[src/hdl/usx_defs.svh]
`ifndef USX_DEFS_SVH
`define USX_DEFS_SVH

// register indices; byte address is four times the index
`define USX_IDX_IRQ_FLAGS 8'h0c
`define USX_IDX_RX_CTRL 8'h18
`define USX_IDX_TX_BUF 8'h19
`define USX_IDX_IRQ_EN 8'h8c
`define USX_IDX_TX_CTRL 8'h98
`define USX_IDX_BAUD_DIV 8'h99

// field positions
`define USX_BIT_TXBE_FLAG 4
`define USX_BIT_TX_IRQ_EN 4
`define USX_BIT_SERIAL_PORT_ENABLE 7
`define USX_BIT_SINGLE_RECEIVE_ENABLE 5
`define USX_BIT_CONTINUOUS_RECEIVE_ENABLE 4

// reset values
`define USX_RST_IRQ_FLAGS 8'h00
`define USX_RST_IRQ_EN 8'h00
`define USX_RST_TX_CTRL 8'h02
`define USX_RST_RX_CTRL 8'h00
`define USX_RST_TX_BUF 8'h00
`define USX_RST_BAUD_DIV 8'h00

// generator ticks per bit, minus one
`define USX_PRE_ASYNC_LO 6'h3f
`define USX_PRE_ASYNC_HI 6'h0f
`define USX_PRE_SYNC 6'h03

// frame lengths in bits
`define USX_LEN_ASYNC8 4'ha
`define USX_LEN_ASYNC9 4'hb
`define USX_LEN_SYNC8 4'h8
`define USX_LEN_SYNC9 4'h9

`endif

[src/hdl/usx_pkg.sv]
`default_nettype none

package usx_pkg;

	typedef enum logic [1:0] {
		USX_IDLE,
		USX_ARMED,
		USX_SHIFT
	} usx_state_e;

	typedef struct packed {
		logic clock_source_select;
		logic nine_bit_transmit;
		logic transmit_enable;
		logic sync_mode_select;
		logic unused3;
		logic high_speed_select;
		logic shift_register_empty;
		logic ninth_transmit_bit;
	} usx_tx_ctrl_s;

	typedef struct packed {
		logic serial_port_enable;
		logic unused6;
		logic single_receive_enable;
		logic continuous_receive_enable;
		logic [3:0] unused0;
	} usx_rx_ctrl_s;

	typedef struct packed {
		logic dt_o;
		logic dt_oe_b;
		logic ck_o;
		logic ck_oe_b;
	} usx_pins_s;

endpackage

`default_nettype wire

[src/hdl/usx_tx.sv]
// Our own choice: the AHB-Lite interface to the registers.
`timescale 1ns/1ns
`default_nettype none
`include "usx_defs.svh"

module usx_tx
	import usx_pkg::*;
#(
	parameter int ADDR_W = 10
) (
	input wire logic ref_clk_i,
	input wire logic rst_b_i,
	input wire logic ce_i,
	input wire logic hsel_i,
	input wire logic [ADDR_W-1:0] haddr_i,
	input wire logic [1:0] htrans_i,
	input wire logic hwrite_i,
	input wire logic [2:0] hsize_i,
	input wire logic [31:0] hwdata_i,
	input wire logic hready_i,
	output logic hreadyout_o,
	output logic hresp_o,
	output logic [31:0] hrdata_o,
	input wire logic rx_word_done_i,
	output logic rx_enable_o,
	output logic tx_irq_req_o,
	output logic dt_o,
	output logic dt_oe_b_o,
	input wire logic dt_i,
	output logic ck_o,
	output logic ck_oe_b_o,
	input wire logic ck_i
);

	// bus data phase
	logic dp_wr;
	logic dp_rd;
	logic rd_done;
	logic [7:0] dp_idx;
	logic take_addr;
	logic wr_en;

	// registers
	usx_tx_ctrl_s tx_ctrl;
	usx_rx_ctrl_s rx_ctrl;
	logic [7:0] irq_en;
	logic [7:0] baud_div;
	logic [7:0] buf_data;
	logic buf_full;
	logic txbe_flag;
	logic transmit_enable_q;

	// generator and shifter
	logic [7:0] brg_cnt;
	logic [5:0] phase;
	logic [5:0] phase_last;
	logic brg_run;
	logic brg_clr;
	logic tick;
	logic bit_ev;
	usx_state_e state;
	logic [10:0] frame;
	logic [3:0] cnt;
	logic txon;
	logic hold;
	logic mode_ok;
	logic buf_wr;
	logic load_ok;
	logic take;
	logic transmit_enable_rise;
	usx_pins_s next_pins;
	logic [7:0] rd_mux;

	// writes take no wait state; a read stalls for one cycle
	assign take_addr = hsel_i & htrans_i[1] & hready_i;
	assign wr_en = dp_wr & ce_i;
	assign hreadyout_o = ~(dp_rd & ~rd_done);
	assign hresp_o = 1'b0;

	always_ff @(posedge ref_clk_i or negedge rst_b_i) begin
		if (!rst_b_i) begin
			dp_wr <= 1'b0;
			dp_rd <= 1'b0;
			rd_done <= 1'b0;
			dp_idx <= 8'h00;
		end else if (ce_i) begin
			if (take_addr) begin
				dp_wr <= hwrite_i;
				dp_rd <= ~hwrite_i;
				rd_done <= 1'b0;
				dp_idx <= 8'(haddr_i[ADDR_W-1:2]);
			end else if (hreadyout_o) begin
				dp_wr <= 1'b0;
				dp_rd <= 1'b0;
			end else begin
				rd_done <= 1'b1;
			end
		end
	end

	always_comb begin
		case (dp_idx)
			`USX_IDX_IRQ_FLAGS: rd_mux = 8'(txbe_flag) << `USX_BIT_TXBE_FLAG;
			`USX_IDX_RX_CTRL: rd_mux = rx_ctrl;
			`USX_IDX_TX_BUF: rd_mux = buf_data;
			`USX_IDX_IRQ_EN: rd_mux = irq_en;
			`USX_IDX_TX_CTRL: rd_mux = tx_ctrl;
			`USX_IDX_BAUD_DIV: rd_mux = baud_div;
			default: rd_mux = 8'h00;
		endcase
	end

	// one wait state so a read sees a write just before it
	always_ff @(posedge ref_clk_i or negedge rst_b_i) begin
		if (!rst_b_i) begin
			hrdata_o <= 32'h0000_0000;
		end else if (ce_i && dp_rd && !rd_done) begin
			hrdata_o <= {24'h00_0000, rd_mux};
		end
	end

	assign buf_wr = wr_en && dp_idx == `USX_IDX_TX_BUF;
	assign brg_clr = wr_en && dp_idx == `USX_IDX_BAUD_DIV;

	always_ff @(posedge ref_clk_i or negedge rst_b_i) begin
		if (!rst_b_i) begin
			tx_ctrl <= `USX_RST_TX_CTRL;
		end else if (ce_i) begin
			if (wr_en && dp_idx == `USX_IDX_TX_CTRL) begin
				tx_ctrl <= hwdata_i[7:0];
			end
			tx_ctrl.unused3 <= 1'b0;
			tx_ctrl.shift_register_empty <= next_state_idle();
		end
	end

	function automatic logic next_state_idle();
		return state == USX_IDLE && !take;
	endfunction

	always_ff @(posedge ref_clk_i or negedge rst_b_i) begin
		if (!rst_b_i) begin
			rx_ctrl <= `USX_RST_RX_CTRL;
		end else if (ce_i) begin
			if (wr_en && dp_idx == `USX_IDX_RX_CTRL) begin
				rx_ctrl <= hwdata_i[7:0];
				rx_ctrl.unused6 <= 1'b0;
				rx_ctrl.unused0 <= 4'h0;
			end else if (rx_word_done_i) begin
				rx_ctrl.single_receive_enable <= 1'b0;
			end
		end
	end

	always_ff @(posedge ref_clk_i or negedge rst_b_i) begin
		if (!rst_b_i) begin
			irq_en <= `USX_RST_IRQ_EN;
			baud_div <= `USX_RST_BAUD_DIV;
		end else if (ce_i) begin
			if (wr_en && dp_idx == `USX_IDX_IRQ_EN) begin
				irq_en <= hwdata_i[7:0];
			end
			if (brg_clr) begin
				baud_div <= hwdata_i[7:0];
			end
		end
	end

	// transmit buffer and its empty flag
	assign transmit_enable_rise = tx_ctrl.transmit_enable & ~transmit_enable_q;

	always_ff @(posedge ref_clk_i or negedge rst_b_i) begin
		if (!rst_b_i) begin
			buf_data <= `USX_RST_TX_BUF;
			buf_full <= 1'b0;
			txbe_flag <= 1'b0;
			transmit_enable_q <= 1'b0;
		end else if (ce_i) begin
			transmit_enable_q <= tx_ctrl.transmit_enable;
			if (buf_wr) begin
				buf_data <= hwdata_i[7:0];
				buf_full <= 1'b1;
			end else if (take) begin
				buf_full <= 1'b0;
			end
			// a set in the same cycle as a buffer write wins
			if (take || (transmit_enable_rise && !buf_full)) begin
				txbe_flag <= 1'b1;
			end else if (buf_wr) begin
				txbe_flag <= 1'b0;
			end
		end
	end

	assign tx_irq_req_o = txbe_flag & irq_en[`USX_BIT_TX_IRQ_EN];

	// baud generator
	// a tick every divisor+1 clocks; one bit is phase_last+1 ticks
	assign brg_run = tx_ctrl.transmit_enable | rx_ctrl.continuous_receive_enable
		| rx_ctrl.single_receive_enable;
	assign tick = brg_cnt >= baud_div;

	always_comb begin
		if (tx_ctrl.sync_mode_select) begin
			phase_last = `USX_PRE_SYNC;
		end else if (tx_ctrl.high_speed_select) begin
			phase_last = `USX_PRE_ASYNC_HI;
		end else begin
			phase_last = `USX_PRE_ASYNC_LO;
		end
	end

	assign bit_ev = tick && phase >= phase_last;

	always_ff @(posedge ref_clk_i or negedge rst_b_i) begin
		if (!rst_b_i) begin
			brg_cnt <= 8'h00;
			phase <= 6'h00;
		end else if (ce_i) begin
			if (!brg_run || brg_clr) begin
				brg_cnt <= 8'h00;
				phase <= 6'h00;
			end else if (tick) begin
				brg_cnt <= 8'h00;
				phase <= bit_ev ? 6'h00 : phase + 6'h01;
			end else begin
				brg_cnt <= brg_cnt + 8'h01;
			end
		end
	end

	// shifter control
	// receive enable in sync mode only freezes the shifter;
	// clearing transmit enable or serial port enable is what resets it
	assign txon = tx_ctrl.transmit_enable & rx_ctrl.serial_port_enable;
	assign rx_enable_o = rx_ctrl.continuous_receive_enable | rx_ctrl.single_receive_enable;
	assign hold = tx_ctrl.sync_mode_select & rx_enable_o;
	assign mode_ok = ~tx_ctrl.sync_mode_select | tx_ctrl.clock_source_select;
	assign load_ok = buf_full & ~buf_wr;
	assign take = txon && !hold && mode_ok && load_ok
		&& (state == USX_IDLE || (state == USX_SHIFT && bit_ev && cnt == 4'h1));

	function automatic logic [10:0] build_frame(input logic [7:0] data, input logic ninth,
		input logic nine, input logic sync);
		if (sync) begin
			return {2'b11, ninth, data};
		end
		return {1'b1, nine ? ninth : 1'b1, data, 1'b0};
	endfunction

	function automatic logic [3:0] frame_len(input logic nine, input logic sync);
		if (sync) begin
			return nine ? `USX_LEN_SYNC9 : `USX_LEN_SYNC8;
		end
		return nine ? `USX_LEN_ASYNC9 : `USX_LEN_ASYNC8;
	endfunction

	always_ff @(posedge ref_clk_i or negedge rst_b_i) begin
		if (!rst_b_i) begin
			state <= USX_IDLE;
			frame <= 11'h7ff;
			cnt <= 4'h0;
		end else if (ce_i) begin
			if (!txon) begin
				state <= USX_IDLE;
				cnt <= 4'h0;
			end else if (take) begin
				// ninth bit sampled here
				frame <= build_frame(buf_data, tx_ctrl.ninth_transmit_bit,
					tx_ctrl.nine_bit_transmit, tx_ctrl.sync_mode_select);
				cnt <= frame_len(tx_ctrl.nine_bit_transmit, tx_ctrl.sync_mode_select);
				state <= state == USX_SHIFT ? USX_SHIFT : USX_ARMED;
			end else if (!hold && mode_ok && bit_ev) begin
				case (state)
					USX_ARMED: state <= USX_SHIFT;
					USX_SHIFT: begin
						if (cnt == 4'h1) begin
							state <= USX_IDLE;
						end else begin
							frame <= {1'b1, frame[10:1]};
							cnt <= cnt - 4'h1;
						end
					end
					default: state <= state;
				endcase
			end
		end
	end

	// pins; output enables are active low
	// registered, so pins trail the shifter state by one clock
	always_comb begin
		next_pins.dt_o = state == USX_SHIFT ? frame[0] : 1'b1;
		next_pins.dt_oe_b = ~(txon & ~hold);
		// bit changes at wrap, clock rises there and falls mid-bit
		next_pins.ck_o = state == USX_SHIFT && phase < 6'h02;
		next_pins.ck_oe_b = ~(rx_ctrl.serial_port_enable & tx_ctrl.sync_mode_select
			& tx_ctrl.clock_source_select & (tx_ctrl.transmit_enable | rx_enable_o));
		if (!tx_ctrl.sync_mode_select) begin
			next_pins.ck_o = 1'b0;
		end
	end

	always_ff @(posedge ref_clk_i or negedge rst_b_i) begin
		if (!rst_b_i) begin
			dt_o <= 1'b1;
			dt_oe_b_o <= 1'b1;
			ck_o <= 1'b0;
			ck_oe_b_o <= 1'b1;
		end else if (ce_i) begin
			dt_o <= next_pins.dt_o;
			dt_oe_b_o <= next_pins.dt_oe_b;
			ck_o <= next_pins.ck_o;
			ck_oe_b_o <= next_pins.ck_oe_b;
		end
	end

endmodule // usx_tx

`default_nettype wire

[config.mk]
export PLATFORM = sky130hd
export DESIGN_NAME = usx_tx
export DESIGN_NICKNAME = d
export VERILOG_FILES = /design/src/hdl/usx_pkg.sv /design/src/hdl/usx_tx.sv
export VERILOG_INCLUDE_DIRS = /design/src /design/src/hdl
export SDC_FILE = /design/constraint.sdc
export NUM_CORES = 1
export LEC_CHECK = 0
export BUFFER_PORTS_ARGS = -buffer_cell sky130_fd_sc_hd__buf_2
export CAP_MARGIN = 30
export CORE_UTILIZATION = 25
export CTS_CLUSTER_SIZE = 20
export DETAILED_ROUTE_END_ITERATION = 10
export GPL_TIMING_DRIVEN = 0
export PLACE_DENSITY_LB_ADDON = 0.15
export REMOVE_ABC_BUFFERS = 1
export SLEW_MARGIN = 40
export SYNTH_ARGS = -nofsm -noshare
export SYNTH_HDL_FRONTEND = slang
export SYNTH_SLANG_ARGS = --single-unit
[constraint.sdc]
create_clock -name ref_clk_i -period 4.1 [get_ports ref_clk_i]
set_input_delay 0.41 -clock ref_clk_i [delete_from_list [all_inputs] [get_ports ref_clk_i]]
set_output_delay 0.41 -clock ref_clk_i [all_outputs]
set_load 0.02 [all_outputs]
==> summary.md <==
| Metric | Value |
|---|---|
| Vias in the first global route | 3867 |
| Unrepaired setup endpoints after global routing | no |
| Number of endpoints with negative hold slack in the final report | 0 |
| Antenna viol nets, final | 0 |
| Placed Instance Area | 5503 sq um |
| CTS sink count | 90 |
| Worst endpoint data arrival time | 3.95 ns |
| Setup CP Type | reg2reg |
| Total core area | 19780 sq um |
| Number of pins with negative max-slew slack in the final report | 0 |
| Relative slew slack | 42.30% |
| Required arrival time at the worst endpoint | 4.37 ns |
| Number of top-level pins | 96 |
| Peak clock frequency supported by timing | 0.2714 GHz |
| Routed wire per std cell | 16.49 um |
| Clk Latency, worst-skew pair | 0.35 ns |
| Post-detail-place hpwl | 9.124 mm |
| Power consumption | 2.058 mW |
| Leakage power figure | 2.617 nW |
| Post-route design area | 5929 sq um |
| Total global-route track usage | 12.82% |
| Endpoint type of the worst setup path | flop |
| Worst VDD drop | 0.2446 mV |
| Final design utilization | 29.97% |
| CTS tree | done |
| Average footprint of a synthesized cell | 10.26 sq um |
| Initial Utilization | 25.88% |
| Number of synthesized register bits | 90 |
| Router iterations before antenna repair | 4 |
| Worst slack on hold paths | 0.2748 ns |
| Root buffer cell | sky130_fd_sc_hd__clkbuf_16 |
| Count of mapped cells out of synthesis | 499 |
| Max Root-Sink Buffers | 2 |
| Hold Crit Depth | 2 |
| Global-route wire length before repair | 21.22 mm |
| Final wirelength | 13.13 mm |
| Final cycle utilization of the critical path | 89.87% |
| Filler instances | 2109 |
| Pwr dens | 347.1 nW/um^2 |
| Number of cells on the worst reg-to-reg path | 14 |
| Share of flip-flops with an asynchronous set or reset after synthesis | 100.0% |
| Total number of placement rows | 51 |
| Netlist area before placement | 5119 sq um |
| Nature of the critical path startpoint | flop |
| Final number of setup-violating endpoints | 0 |
| Yosys warns | 0 |
| Status | complete, no violations |
| Dominant register cell in the synthesized netlist | sky130_fd_sc_hd__dfrtp_1 |
| Number of diodes | 0 |
| Number of antenna violations at the first check in global routing | 0 |
| Total CTS buffers | 9 |
| Worst setup slack for register-to-register paths | 0.42 ns |
| Top fanout value on the critical path | 28 |
| Detailed router's first-iteration violation count | 227 |
| Number of unique standard cell types used by synthesis | 65 |
| Floorplan die width | 145.1 um |
| Growth of design area from synthesis to finish | 15.84% |
| Vias per inst | 4.827 |
| Fraction of the yosys area taken by sequential cells | 44.34% |
| IO buf count | 38 |
| Actual slew at the worst max-slew pin | 0.8636 ns |
| Final clock skew | 0.008319 ns |
| Post-CTS clock slew at the launch and capture registers of the worst setup and hold paths | 0.07 ns |
| Share of final-layout standard cells stronger than drive strength 1 | 25.42% |
| Residual DRC count | 0 |
| Total number of vias | 3842 |
| Die Footprint | 21050 sq um |
| Pin count of the biggest net entering global routing | 59 |
| Layout net count | 602 |
| Number of enable flip-flop cells after synthesis | 0 |
| Hold/Removal Path Class | in2reg |
| Chip height | 145.1 um |
| Weighted congestion reported at the end of routability-driven placement | 0.7921 |
| Max H-tree Level | 3 |
| Aggregate global routing overflow | 0 |
| Final critical-path required period | 3.685 ns |
| Number of max-cap violations | 0 |
[cell families (layout without fill, tap and decap cells)]
| logic type | count (synthesis) | count (layout) | share of synthesized area [%] |
|---|---|---|---|
| and+or+nand+nor | 142 | 142 | 15.13 |
| adders and majority gates | 20 | 20 | 4.889 |
| xor gates and xnor gates | 3 | 3 | 0.5134 |
| AOI/OAI and AO/OA | 123 | 124 | 17.55 |
| buffers and inverters | 79 | 86 | 7.871 |
| muxes | 41 | 41 | 9.631 |
| other | 1 | 25 | 0.07326 |
| DFF | 90 | 90 | 44.34 |
[sequential cells by signal, summed over array words and instances (netlist names), 2 cells and up]
register / cells
irq_en: 8
buf_data: 8
hrdata_o: 8
dp_idx: 8
frame: 10
state: 2
rx_ctrl: 3
tx_ctrl: 7
cnt: 4
brg_cnt: 8
baud_div: 8
phase: 6
[cells in the mapped netlist (2+ instances only)]
master / count / area, sq um
sky130_fd_sc_hd__dfrtp_1: 76 / 1902
sky130_fd_sc_hd__nand2_1: 41 / 153.9
sky130_fd_sc_hd__mux2_2: 36 / 405.4
sky130_fd_sc_hd__o21ai_0: 31 / 155.2
sky130_fd_sc_hd__inv_1: 27 / 101.4
sky130_fd_sc_hd__buf_4: 25 / 187.7
sky130_fd_sc_hd__ha_1: 20 / 250.2
sky130_fd_sc_hd__nor2_1: 19 / 71.32
sky130_fd_sc_hd__clkbuf_1: 17 / 63.81
sky130_fd_sc_hd__nand3_1: 16 / 80.08
sky130_fd_sc_hd__dfstp_2: 14 / 367.9
sky130_fd_sc_hd__nor2b_1: 12 / 75.07
sky130_fd_sc_hd__a22o_1: 11 / 96.34
sky130_fd_sc_hd__and3_1: 10 / 62.56
sky130_fd_sc_hd__buf_2: 10 / 50.05
sky130_fd_sc_hd__a22oi_1: 9 / 67.56
sky130_fd_sc_hd__a31oi_1: 9 / 56.30
sky130_fd_sc_hd__o22ai_1: 9 / 56.30
sky130_fd_sc_hd__a2111oi_0: 8 / 70.07
sky130_fd_sc_hd__o211ai_1: 8 / 60.06
sky130_fd_sc_hd__and2_1: 7 / 43.79
sky130_fd_sc_hd__a32o_1: 6 / 60.06
sky130_fd_sc_hd__a21oi_1: 5 / 25.02
sky130_fd_sc_hd__a211oi_1: 4 / 30.03
sky130_fd_sc_hd__nand2b_1: 4 / 25.02
sky130_fd_sc_hd__nand4_1: 4 / 25.02
sky130_fd_sc_hd__or2_1: 4 / 25.02
sky130_fd_sc_hd__and4b_1: 3 / 30.03
sky130_fd_sc_hd__mux4_2: 3 / 67.56
sky130_fd_sc_hd__nand3b_1: 3 / 22.52
sky130_fd_sc_hd__nor3_1: 3 / 15.01
sky130_fd_sc_hd__o221ai_1: 3 / 26.28
sky130_fd_sc_hd__o31ai_1: 3 / 22.52
sky130_fd_sc_hd__mux2i_1: 2 / 20.02
sky130_fd_sc_hd__nand2_2: 2 / 12.51
sky130_fd_sc_hd__nor3b_1: 2 / 15.01
sky130_fd_sc_hd__o2111a_1: 2 / 22.52
sky130_fd_sc_hd__o22a_1: 2 / 17.52
sky130_fd_sc_hd__or4_1: 2 / 15.01
sky130_fd_sc_hd__xnor2_1: 2 / 17.52
[worst max-delay path, stage by stage (launching register included)]
cell and delay (ns):
sky130_fd_sc_hd__dfrtp_4 0.64, sky130_fd_sc_hd__or2_2 0.36, sky130_fd_sc_hd__ha_1 0.30, sky130_fd_sc_hd__nand3_1 0.07, sky130_fd_sc_hd__o22ai_1 0.26, sky130_fd_sc_hd__or2_4 0.27
sky130_fd_sc_hd__a41oi_4 0.14, sky130_fd_sc_hd__nor2_1 0.19, sky130_fd_sc_hd__inv_1 0.12, sky130_fd_sc_hd__ha_1 0.21, sky130_fd_sc_hd__nor2_1 0.17, sky130_fd_sc_hd__nand2_1 0.09
sky130_fd_sc_hd__and4b_2 0.43, sky130_fd_sc_hd__o211ai_1 0.14, sky130_fd_sc_hd__a31oi_1 0.20
[area by class of cell]
class                           instances  area (sq um)  area share [%]
Clock inverter                          4         76.32           1.287
Inverter                               27         101.3           1.709
Timing Repair Buffer                   43         262.8           4.431
Clock buffer                           12         246.5           4.157
Sequential cell                        90          2273           38.34
Multi-Input combinational cell        355          2638           44.48
Tap cell                              265         331.6           5.592
[metrics by stage]
stage / TNS, ns / setup WS [ns] / std cells
floorplan: 0 / 0.4610 / 471
global placement: -6.753 / -0.7328 / 774
detailed placement: -1.693 / -0.2030 / 775
CTS: 0 / 0.1096 / 792
global route: 0 / 0.1235 / 796
finish: 0 / 0.4152 / 796
[routing by layer]
metal / track usage [%] / vias to the layer above / routed length, um
met5: 0 / - / 0
met4: 2.842 / 0 / 97
li1: - / 1828 / -
met1: 17.06 / 1944 / 6084
met3: 3.365 / 8 / 404
met2: 20.70 / 62 / 6543
[layout by cell type (no fill, tap or decap), types with 10 or more instances in the layout]
cell type / n
sky130_fd_sc_hd__nor2_1: 19
sky130_fd_sc_hd__buf_2: 36
sky130_fd_sc_hd__mux2_2: 36
sky130_fd_sc_hd__dfstp_2: 14
sky130_fd_sc_hd__a22o_1: 11
sky130_fd_sc_hd__nand3_1: 16
sky130_fd_sc_hd__conb_1: 25
sky130_fd_sc_hd__o21ai_0: 31
sky130_fd_sc_hd__and3_1: 10
sky130_fd_sc_hd__nor2b_1: 12
sky130_fd_sc_hd__ha_1: 20
sky130_fd_sc_hd__nand2_1: 40
sky130_fd_sc_hd__dfrtp_1: 75
sky130_fd_sc_hd__inv_1: 27
[final timing paths]
| path | start | end |
|---|---|---|
| max | tx_ctrl[4] | frame[4] |
| min in group asynchronous | rst_b_i | dp_idx[4] |
| min reg2reg | hrdata_o[4] | hrdata_o[4] |
| max in group asynchronous | rst_b_i | dt_o |
| min | hwrite_i | dp_rd |
| max reg2reg | tx_ctrl[4] | frame[4] |
[report_power, final]
group | switching (mW) | internal, mW
registers | 0.0528 | 0.919
logic | 0.106 | 0.0740
clock network | 0.353 | 0.553
[what timing repair did]
item | 4_1_cts | 5_1_grt
endpoints found under the hold margin | 30 | 0
pin swaps | 0 | 1
cloned | 0 | 1
endpoints found under the setup margin | 10 | 10
resized for setup | 2 | 18
hold buffers | 1 | 0
setup buffers | 0 | 3
(Power assumes the default switching activity.)
